==> config.mk <==
export PLATFORM = sky130hd
export DESIGN_NAME = amcr_regs
export DESIGN_NICKNAME = d
export VERILOG_FILES = /design/src/amcr_pkg.sv /design/src/amcr_ready_pin.sv /design/src/amcr_regs.sv
export VERILOG_INCLUDE_DIRS = /design/src
export SDC_FILE = /design/constraint.sdc
export NUM_CORES = 1
export LEC_CHECK = 0
export ABC_AREA = 0
export ABC_CLOCK_PERIOD_IN_PS = 3600
export BUFFER_PORTS_ARGS = -buffer_cell sky130_fd_sc_hd__buf_2
export CORE_MARGIN = 8
export CORE_UTILIZATION = 59
export CTS_CLUSTER_DIAMETER = 60
export CTS_CLUSTER_SIZE = 20
export DETAILED_ROUTE_END_ITERATION = 6
export HOLD_SLACK_MARGIN = 0.15
export PLACE_DENSITY = 0.95
export SLEW_MARGIN = 25
export SYNTH_ARGS = -nofsm -noshare
export SYNTH_HDL_FRONTEND = slang
export SYNTH_SLANG_ARGS = --single-unit
==> constraint.sdc <==
create_clock -name i_core_clk -period 3.6 [get_ports i_core_clk]
set_clock_uncertainty 0.05 [all_clocks]
set_input_delay 1.08 -clock i_core_clk [delete_from_list [all_inputs] [get_ports i_core_clk]]
set_output_delay 1.08 -clock i_core_clk [all_outputs]
set_load 0.02 [all_outputs]
==> src/amcr_consts.svh <==
// Register offsets, field positions, reset values and timing counts
`ifndef AMCR_CONSTS_SVH
`define AMCR_CONSTS_SVH

`define AMCR_ADDR_W          4
`define AMCR_OFF_OPER        4'h2
`define AMCR_OFF_CLK         4'h3
`define AMCR_OFF_GAIN        4'h4
`define AMCR_OFF_STAT        4'h1
`define AMCR_RST_OPER        16'h0510
`define AMCR_RST_CLK         16'hff0e
`define AMCR_RST_GAIN        16'h0000
`define AMCR_MASK_OPER       16'h3f1f
`define AMCR_MASK_CLK        16'hffdf
`define AMCR_MASK_GAIN       16'h7777
`define AMCR_BIT_REGCRC      13
`define AMCR_BIT_RXCRC       12
`define AMCR_BIT_CRCTYPE     11
`define AMCR_BIT_RSTFLAG     10
`define AMCR_BIT_TIMEOUT     4
`define AMCR_BIT_FLOAT       1
`define AMCR_BIT_PULSEFMT    0
`define AMCR_BIT_OSCOFF      7
`define AMCR_BIT_EXTREF      6
`define AMCR_SRC_LAG         2'h0
`define AMCR_SRC_OR          2'h1
`define AMCR_PULSE_NS        40
`define AMCR_CLK_NS          20
`define AMCR_PULSE_CYC       ((`AMCR_PULSE_NS + `AMCR_CLK_NS - 1) / `AMCR_CLK_NS)

`endif

==> src/amcr_pkg.sv <==
// Types shared by the configuration register bank
package amcr_pkg;

  typedef struct packed {
    logic [1:0] rsvd_hi;
    logic       map_crc_en;
    logic       frame_crc_en;
    logic       crc_poly_ansi;
    logic       reset_flag;
    logic [1:0] word_size_select;
    logic [2:0] rsvd_mid;
    logic       timeout_en;
    logic [1:0] ready_source_select;
    logic       ready_idle_float;
    logic       ready_pulse_format;
  } amcr_oper_t;

  typedef struct packed {
    logic [7:0] channel_enable;
    logic       oscillator_off;
    logic       outside_reference_select;
    logic       rsvd;
    logic [2:0] oversampling_ratio;
    logic [1:0] power_profile;
  } amcr_clk_t;

  typedef struct packed {
    logic [3:0][3:0] amp_gain;
  } amcr_gain_t;

  // Decoded settings for the converter core
  typedef struct packed {
    logic        map_crc_en;
    logic        frame_crc_en;
    logic        crc_poly_ansi;
    logic [5:0]  word_bits;
    logic        word_sign_ext;
    logic        timeout_en;
    logic [7:0]  channel_enable;
    logic        oscillator_off;
    logic        outside_reference_select;
    logic [14:0] osr_value;
    logic [1:0]  power_profile;
    logic [3:0][7:0] amp_gain_factor;
  } amcr_cfg_t;

  typedef enum logic [1:0] {
    AMCR_RDY_IDLE  = 2'b00,
    AMCR_RDY_PULSE = 2'b10,
    AMCR_RDY_HOLD  = 2'b01
  } amcr_rdy_state_t;

endpackage

==> src/amcr_ready_pin.sv <==
// Data-ready pin driver: level or fixed low pulse, idle high or floating
`include "amcr_consts.svh"

module amcr_ready_pin #(
  parameter int PULSE_CYC = `AMCR_PULSE_CYC
) (
  // Clock and reset
  input  wire logic i_core_clk,
  input  wire logic i_rst_n,
  // Control
  input  wire logic i_new_data,
  input  wire logic i_data_taken,
  input  wire logic i_pulse_format,
  input  wire logic i_idle_float,
  // Pin
  output logic      o_pin_out,
  output logic      o_pin_oe
);

  typedef struct packed {
    amcr_pkg::amcr_rdy_state_t st;
    logic [7:0]                cnt;
  } amcr_rdy_regs_t;

  amcr_rdy_regs_t st_reg;
  amcr_rdy_regs_t st_next;

  // Next state of the pin machine
  always_comb begin
    st_next = st_reg;
    unique case (st_reg.st)
      amcr_pkg::AMCR_RDY_IDLE: begin
        if (i_new_data) begin
          st_next.cnt = 8'h00;
          st_next.st  = i_pulse_format ? amcr_pkg::AMCR_RDY_PULSE : amcr_pkg::AMCR_RDY_HOLD;
        end
      end
      amcr_pkg::AMCR_RDY_PULSE: begin
        st_next.cnt = st_reg.cnt + 8'h01;
        if (st_reg.cnt == 8'(PULSE_CYC - 1)) begin
          st_next.st = amcr_pkg::AMCR_RDY_IDLE;
        end
      end
      amcr_pkg::AMCR_RDY_HOLD: begin
        if (i_data_taken) begin
          st_next.st = amcr_pkg::AMCR_RDY_IDLE;
        end
      end
      default: st_next.st = amcr_pkg::AMCR_RDY_IDLE;
    endcase
  end

  always_ff @(posedge i_core_clk) begin
    if (!i_rst_n) begin
      st_reg <= '0;
    end else begin
      st_reg <= st_next;
    end
  end

  // Low while pulsing or holding; idle is high or released
  always_comb begin
    o_pin_out = (st_reg.st == amcr_pkg::AMCR_RDY_IDLE);
    o_pin_oe  = !(o_pin_out && i_idle_float);
  end

endmodule // amcr_ready_pin

==> src/amcr_regs.sv <==
// Operating, clock and low-channel gain configuration registers
`include "amcr_consts.svh"

// What this block does
// Operating bit 13 enables register-map CRC
// Operating bit 12 enables incoming frame CRC
// Bit 11 picks CCITT or ANSI polynomial
// Writing bit 10 low clears reset flag
// Bits 9:8 choose 16/24/32 word size
// Bit 4 enables serial timeout, default on
// Bits 3:2 choose data-ready source
// Bit 1 floats data-ready pin when idle
// Bit 0 picks held low or pulse
// Clock bits 15:8 enable channels 7..0
// Clock bit 7 turns oscillator off
// Clock bit 6 selects external reference
// Bits 4:2 set oversampling ratio
// Bits 1:0 set power profile
// Clock register at 03h, resets FF0Eh
// Gain register at 4h, resets 0000h
// Operating register at 02h, resets 0510h
// Gain code gives two to the code
// Status reset flag set until host clears
// Reserved fields reset and hold zero
// Sixteen-bit registers, reads without side effects
module amcr_regs (
  // Clock and reset
  input  wire logic                     i_core_clk,
  input  wire logic                     i_rst_n,
  // Register port
  input  wire logic [`AMCR_ADDR_W-1:0]  i_addr,
  input  wire logic [15:0]              i_wdata,
  input  wire logic                     i_wr,
  input  wire logic                     i_rd,
  output logic      [15:0]              o_rdata,
  // Converter core
  input  wire logic                     i_conv_tick,
  input  wire logic [7:0]               i_chan_ready,
  input  wire logic                     i_data_taken,
  output amcr_pkg::amcr_cfg_t           o_cfg,
  output logic                          o_reset_flag,
  // Data-ready pin
  output logic                          o_data_ready_pin_out,
  output logic                          o_data_ready_pin_oe
);

  typedef struct packed {
    amcr_pkg::amcr_oper_t oper;
    amcr_pkg::amcr_clk_t  clk;
    amcr_pkg::amcr_gain_t gain;
    amcr_pkg::amcr_cfg_t  cfg;
    logic                 reset_flag;
    logic [15:0]          rdata;
    logic [1:0]           tick_sync;
    logic                 tick_prev;
    logic [7:0]           ready_prev;
  } amcr_state_t;

  amcr_state_t st_reg;
  amcr_state_t st_next;
  logic        tick_rise;
  logic [7:0]  chan_live;
  logic        src_event;

  // Word size in bits from the select code
  function automatic logic [5:0] word_bits_of(input logic [1:0] code);
    unique case (code)
      2'h0:    word_bits_of = 6'h10;
      2'h1:    word_bits_of = 6'h18;
      default: word_bits_of = 6'h20;
    endcase
  endfunction

  // Oversampling ratio; top code is not a power of two
  function automatic logic [14:0] osr_of(input logic [2:0] code);
    if (code == 3'h7) begin
      osr_of = 15'h3f80;
    end else begin
      osr_of = 15'h0080 << code;
    end
  endfunction

  // Register image packed for read-back
  function automatic logic [15:0] image_of(input amcr_state_t s, input logic [3:0] a);
    unique case (a)
      `AMCR_OFF_STAT: image_of = {5'h00, s.reset_flag, s.oper.word_size_select, 8'h00};
      `AMCR_OFF_OPER: image_of = s.oper;
      `AMCR_OFF_CLK:  image_of = s.clk;
      `AMCR_OFF_GAIN: image_of = s.gain;
      default:        image_of = 16'h0000;
    endcase
  endfunction

  // Link tick is asynchronous; two stages before use
  assign tick_rise = st_reg.tick_sync[1] && !st_reg.tick_prev;
  assign chan_live = i_chan_ready & st_reg.cfg.channel_enable;

  // Data-ready source: lagging waits for all, OR for any, leading for first
  always_comb begin
    unique case (st_reg.oper.ready_source_select)
      `AMCR_SRC_LAG: src_event = (chan_live != 8'h00) &&
                                 ((chan_live | ~st_reg.cfg.channel_enable) == 8'hff) &&
                                 ((st_reg.ready_prev | ~st_reg.cfg.channel_enable) != 8'hff);
      `AMCR_SRC_OR:  src_event = (chan_live & ~st_reg.ready_prev) != 8'h00;
      default:       src_event = (chan_live != 8'h00) && (st_reg.ready_prev == 8'h00);
    endcase
  end

  // Register writes, flag and settings update
  always_comb begin
    st_next            = st_reg;
    st_next.tick_sync  = {st_reg.tick_sync[0], i_conv_tick};
    st_next.tick_prev  = st_reg.tick_sync[1];
    st_next.ready_prev = chan_live;
    if (i_rd) begin
      st_next.rdata = image_of(st_reg, i_addr);
    end
    if (i_wr) begin
      unique case (i_addr)
        `AMCR_OFF_OPER: begin
          st_next.oper = i_wdata & `AMCR_MASK_OPER;
          if (!i_wdata[`AMCR_BIT_RSTFLAG]) begin
            st_next.reset_flag = 1'b0;
          end
        end
        `AMCR_OFF_CLK:  st_next.clk  = i_wdata & `AMCR_MASK_CLK;
        `AMCR_OFF_GAIN: st_next.gain = i_wdata & `AMCR_MASK_GAIN;
        default: ;
      endcase
    end
    // Settings move to the core only at a conversion boundary
    if (tick_rise) begin
      st_next.cfg.map_crc_en     = st_reg.oper.map_crc_en;
      st_next.cfg.frame_crc_en   = st_reg.oper.frame_crc_en;
      st_next.cfg.crc_poly_ansi  = st_reg.oper.crc_poly_ansi;
      st_next.cfg.word_bits      = word_bits_of(st_reg.oper.word_size_select);
      st_next.cfg.word_sign_ext  = (st_reg.oper.word_size_select == 2'h3);
      st_next.cfg.timeout_en     = st_reg.oper.timeout_en;
      st_next.cfg.channel_enable = st_reg.clk.channel_enable;
      st_next.cfg.oscillator_off = st_reg.clk.oscillator_off;
      st_next.cfg.outside_reference_select = st_reg.clk.outside_reference_select;
      st_next.cfg.osr_value      = osr_of(st_reg.clk.oversampling_ratio);
      st_next.cfg.power_profile  = st_reg.clk.power_profile;
      for (int i = 0; i < 4; i++) begin
        st_next.cfg.amp_gain_factor[i] = 8'h01 << st_reg.gain.amp_gain[i][2:0];
      end
    end
  end

  // Reset image matches the documented defaults
  always_ff @(posedge i_core_clk) begin
    if (!i_rst_n) begin
      st_reg                     <= '0;
      st_reg.oper                <= `AMCR_RST_OPER;
      st_reg.clk                 <= `AMCR_RST_CLK;
      st_reg.gain                <= `AMCR_RST_GAIN;
      st_reg.reset_flag          <= 1'b1;
      st_reg.cfg.timeout_en      <= 1'b1;
      st_reg.cfg.word_bits       <= 6'h18;
      st_reg.cfg.channel_enable  <= 8'hff;
      st_reg.cfg.osr_value       <= 15'h0400;
      st_reg.cfg.power_profile   <= 2'h2;
      st_reg.cfg.amp_gain_factor <= {4{8'h01}};
    end else begin
      st_reg <= st_next;
    end
  end

  assign o_rdata      = st_reg.rdata;
  assign o_cfg        = st_reg.cfg;
  assign o_reset_flag = st_reg.reset_flag;

  // Pin driver follows the live format and idle settings
  amcr_ready_pin u_ready_pin (
    .i_core_clk     (i_core_clk),
    .i_rst_n        (i_rst_n),
    .i_new_data     (src_event),
    .i_data_taken   (i_data_taken),
    .i_pulse_format (st_reg.oper.ready_pulse_format),
    .i_idle_float   (st_reg.oper.ready_idle_float),
    .o_pin_out      (o_data_ready_pin_out),
    .o_pin_oe       (o_data_ready_pin_oe)
  );

endmodule // amcr_regs

# Word-level counts from Yosys, hierarchy flattened
# Index checks and enable logic that the tools add are counted.
# Widths: inputs -> output; s select.
# op_classes
addsub	1
eq_ne	16
n_shift	5
muxes	10
bitwise_logic	7
n_reduce_logical	20
# op_table
cell	n
$pmux 16 s4	1
$shl 1x3->8 const A	4
$and 8x8->8	2
$not 8->8	2
$or 8x8->8	2
$pmux 8 s2	1
$reduce_bool 8->1	2
$mux 15	1
$shl 8x3->15 const A	1
$pmux 6 s2	1
$mux 10	1
$add 8x1->8 const B	1
$eq 4x2->1 const B	2
$eq 8x1->1 const B	1
$eq 8x8->1 const B	1
$logic_not 8->1	1
$ne 8x8->1 const B	1
$reduce_and 2->1	4
$eq 2x1->1 const B	3
$logic_not 2->1	3
$mux 2	3
$pmux 2 s3	1
$reduce_and 3->1	2
$logic_and 1x1->1	5
10 further kinds	13
# word_totals
ff_bits	146
wordCells	99

# Longest topological paths before layout
# logic_depth
depth_word	8
depth_mapped	8
ltp_nobuf	6

# Cells and area by module
# From an unflattened synthesis, not the netlist that was laid out.
# unflattened
hier_cells	763
area_unflattened_um2	6404.9
# by_module_without_submodules
mod	n_inst	cells_per_inst	area_each_um2
amcr_regs	1	699	5853.1
amcr_ready_pin	1	64	551.8

# Worst setup path before layout
# No wires, ideal clock.
# synth_path
path_type	input to register
startpoint	in i_chan_ready[0]
endpoint	reg u_ready_pin.st_reg[9] (netlist bit)
arrival_time_ps	2278
t_required_ps	3434
path_slack_ps	1156
stages	6
path_cell_list	nand2_2 o22ai_1 or4_4 o21bai_2 o21bai_1 a41o_1
# synth_via
elab_chain_cells	8
# synth_rtl
element	line	source
from (decl)	amcr_regs.sv:38	input wire logic [7:0] i_chan_ready,
$and 8x8->8 *	amcr_regs.sv:96	assign chan_live = i_chan_ready & st_reg.cfg.channel_enable;
$or 8x8->8	amcr_regs.sv:102	((chan_live | ~st_reg.cfg.channel_enable) == 8'hff) &&
$eq 8x8->1	amcr_regs.sv:102	
$logic_and 1x1->1	amcr_regs.sv:101	`AMCR_SRC_LAG: src_event = (chan_live != 8'h00) &&
$logic_and 1x1->1	amcr_regs.sv:102	
$pmux 1 s2 *	amcr_regs.sv:100	unique case (st_reg.oper.ready_source_select)
$ne 2x1->1 (no line) *	--	
$reduce_and 3->1 (no line) *	--	
to (signal assigned)	amcr_ready_pin.sv:57	st_reg <= st_next;
to (decl)	amcr_ready_pin.sv:25	amcr_rdy_regs_t st_reg;
# Every way passes the cells marked *; elsewhere a longest branch is shown, timed or not.
# A chain may end at the register's enable or synchronous reset.

# Worst setup path in the final report
# layout_path
startpoint	reg u_ready_pin.st_reg[8] (netlist bit)
endpoint	out o_data_ready_pin_oe
# layout_via
elab_chain_cells	3
# layout_rtl
element	line	source
$logic_not 2->1	amcr_ready_pin.sv:63	o_pin_out = (st_reg.st == amcr_pkg::AMCR_RDY_IDLE);
$logic_and 1x1->1	amcr_ready_pin.sv:64	o_pin_oe = !(o_pin_out && i_idle_float);
$logic_not 1->1	amcr_ready_pin.sv:64	
to (decl)	amcr_regs.sv:44	output logic o_data_ready_pin_oe
# Every way passes these cells.

==> qor.log <==
INFO  detailed_routing drt_pre_antenna_iters=6
INFO  synth          share_of_the_yosys_chip_area_belonging_to_registers=0.444
INFO  sta            finalCriticalPeriod=2.58ns
INFO  setup_path     critical_path_fanout_max=9
INFO  setup_path     critical-path-max-stage-delay=0.39ns
INFO  power_and_ir_drop ir_drop=0.274mV
INFO  clocking       cts_sink_count=135
INFO  setup_path     cp.arrival=1.45ns
INFO  min_path       hold_critical_path_depth=1
INFO  floorplanning  die-area=13800um^2
INFO  clocking       cts_tree=yes
INFO  final_layout   most_frequent_standard_cell_in_the_layout_excluding_fill_and_tap_cells=nand2_1
INFO  floorplanning  floorplan.core_area=10200um^2
INFO  synth          synth_top_flop_cell=dfxtp_1
INFO  detailed_routing viasPerCell=5.86
INFO  run_status     run_status=finished clean
INFO  power_and_ir_drop cell_leakage_power=2.66nW
INFO  min_path       min-delay-path-class=reg -> reg
INFO  placed_design  placedInstanceArea=6060um^2
INFO  setup_path     end_kind=primary output
INFO  synth          ys_ff_latch=135
INFO  global_route   grt_start_max_net_pins=54
INFO  clocking       cts-root-to-sink-buffers=2
INFO  floorplanning  row_count=37
INFO  global_route   wire_length_of_the_first_global_routing_pass=25200um
INFO  final_layout   number_of_flip_flops_in_the_largest_register=59
INFO  clocking       cts.clk_slew.worst_paths=0.06ns
INFO  setup_path     worst_path_dominant_cell_family=flip-flops
INFO  final_layout   drive_gt1_frac=0.223
INFO  global_route   vias_in_the_first_global_route=4941
INFO  final_layout   final_cell_mix=nand2_1, dfxtp_1, buf_2, a21oi_1, nor2_1
INFO  final_layout   finish.net_count=789
INFO  setup_path     crit_path_start_kind=register
INFO  detailed_routing drt_iter0_drc=611
INFO  synth          syn-cell-area=6080um^2
INFO  setup_path     cp.buffers_inverters=1
INFO  synth          ys_warn_count=0
INFO  synth          edff_count_synth=0
INFO  setup_path     crit_cells=3
INFO  sta            tightest_slew=0.919ns
INFO  final_layout   final_layout_fill_cell_count=850
INFO  floorplanning  ios=123
INFO  setup_path     critical-path-slowest-cell=dfxtp_1
INFO  sta            timing.max_slew.rel_slack=0.388
INFO  power_and_ir_drop power.density=504nW/um^2
INFO  global_route   gr-usage-all-layers=0.221
INFO  setup_path     worst-setup-path-type=reg -> out
INFO  floorplanning  die_width=118um
INFO  synth          count_of_mapped_cells_out_of_synthesis=743
INFO  flow_run       cap_viol_max_count=0
INFO  floorplanning  die_h=118um
INFO  detailed_routing routed-via-count=5294
INFO  clocking       cts_buffers=17
INFO  detailed_routing routedWlPerCell=17.4um
INFO  detailed_routing postRouteWirelength=15700um
INFO  synth          async_flop_share=0
INFO  clocking       hold_bufs_at_cts=0
INFO  synth          number_of_different_library_cells_in_the_post_synthesis_netlist=59
INFO  setup_path     cp.required=2.47ns
INFO  detailed_routing drt_drc_violations_left=0
INFO  clocking       post_cts.resized_instances=0
INFO  sta            finalSetupViolCount=0
INFO  detailed_routing drt.antenna.violating_nets=0
INFO  clocking       post-cts-setup-buffer-count=0
INFO  sta            fmax=387MHz
INFO  setup_path     worstPathCellList=nor2_1 -> nand2_1 -> buf_2
INFO  sta            min_period_over_period=0.718
INFO  clocking       cts-htree-levels=4
INFO  sta            rsz0062_at_grt=no
INFO  setup_path     worst_r2r_path_depth=5
INFO  sta            finalHoldViolations=0
INFO  clocking       clock_tree.root_cell=clkbuf_8
INFO  setup_path     r2r_setup_slack=1.71ns
INFO  sta            timing_max_transition_violations_final=0
INFO  final_layout   design_area=6610um^2
INFO  global_route   antenna_found_initial=0
INFO  synth          synth_area_per_cell=8.19um^2
INFO  placed_design  portBuffers=111
INFO  global_route   grt.overflow.total=0
INFO  placed_design  dp_hpwl=11000um
INFO  clocking       clock_insertion_delay_at_the_later_pin_of_the_skew_report=0.52ns
INFO  final_layout   area_growth=8.64%
INFO  sta            setup_tns=0ns
INFO  floorplanning  initial_utilization=0.597
INFO  placed_design  global_placer_s_final_weighted_congestion=0.930
==> worst paths after layout <==
path	start	end
worst max-delay path	u_ready_pin.st_reg[8]	o_data_ready_pin_oe
worst min-delay path	st_next[10]	st_next[8]
worst max register to register	st_reg[8]	o_cfg[2]
worst min register to register	st_next[10]	st_next[8]
==> layer usage <==
| layer | vias up | global-route usage | wire length [um] |
|---|---|---|---|
| met3 | 45 | 0.0710 | 1800 |
| li1 | 2483 | - | - |
| met5 | - | 0 | 0 |
| met1 | 2472 | 0.264 | 6090 |
| met4 | 0 | 0.0937 | 376 |
| met2 | 294 | 0.360 | 7420 |
==> cell families after synthesis <==
family	share of synthesized area
other cells	0.000616
compound gates	0.163
flops	0.444
buf+inv	0.151
fa+ha+maj	0.00411
simple gates	0.227
xor+xnor	0.0101
==> where the power goes <==
part           switching, mW  total [mW]  internal, mW
clock network          0.716        1.59         0.874
logic                  0.133       0.196        0.0626
registers             0.0258        1.54          1.52
total                  0.875        3.33          2.46
==> stage by stage <==
step	instances	hold slack, ns	setup slack, ns	total power [mW]	utilization
floorplan	753	0.362	1.16	1.72	-
global placement	870	0.364	0.979	1.77	0.595
detailed placement	870	0.372	0.910	1.77	0.595
CTS	902	0.386	0.998	3.34	0.649
global route	902	0.389	0.914	3.43	0.649
finish	903	0.385	1.02	3.33	0.649
==> worst reg2reg max path: cells and delay by family, from the launching register on <==
family,cells,cell delay [ns]
AOI/OAI and AO/OA,1,0.07
DFF,1,0.31
and+or+nand+nor,3,0.97
buffers and inverters,1,0.42
==> area by class of cell <==
type	count	area [um^2]	area share
Sequential cell	135	2700	0.409
Inverter	14	52.6	0.00795
Clock buffer	17	414	0.0627
Multi-Input combinational cell	464	2500	0.379
Tap cell	136	170	0.0257
Antenna cell	1	2.50	0.000379
Clock inverter	15	131	0.0199
Timing Repair Buffer	121	631	0.0954
==> cell usage after synthesis (5+ instances only) <==
library cell / number / area, um^2
nand2_1: 140 / 526
dfxtp_1: 135 / 2700
buf_4: 87 / 653
a21oi_1: 77 / 385
nor2_1: 46 / 173
nand3_1: 37 / 185
clkbuf_1: 35 / 131
buf_1: 12 / 45.0
inv_1: 12 / 45.0
nor4b_1: 12 / 105
a22oi_1: 11 / 82.6
o22ai_1: 11 / 68.8
nor3_1: 10 / 50.1
nand4b_1: 9 / 78.8
o211ai_1: 8 / 60.1
and2_1: 7 / 43.8
o21ai_0: 6 / 30.0
xnor2_1: 6 / 52.6
buf_2: 5 / 25.0
Note: power is estimated with default switching activity, not from simulation.
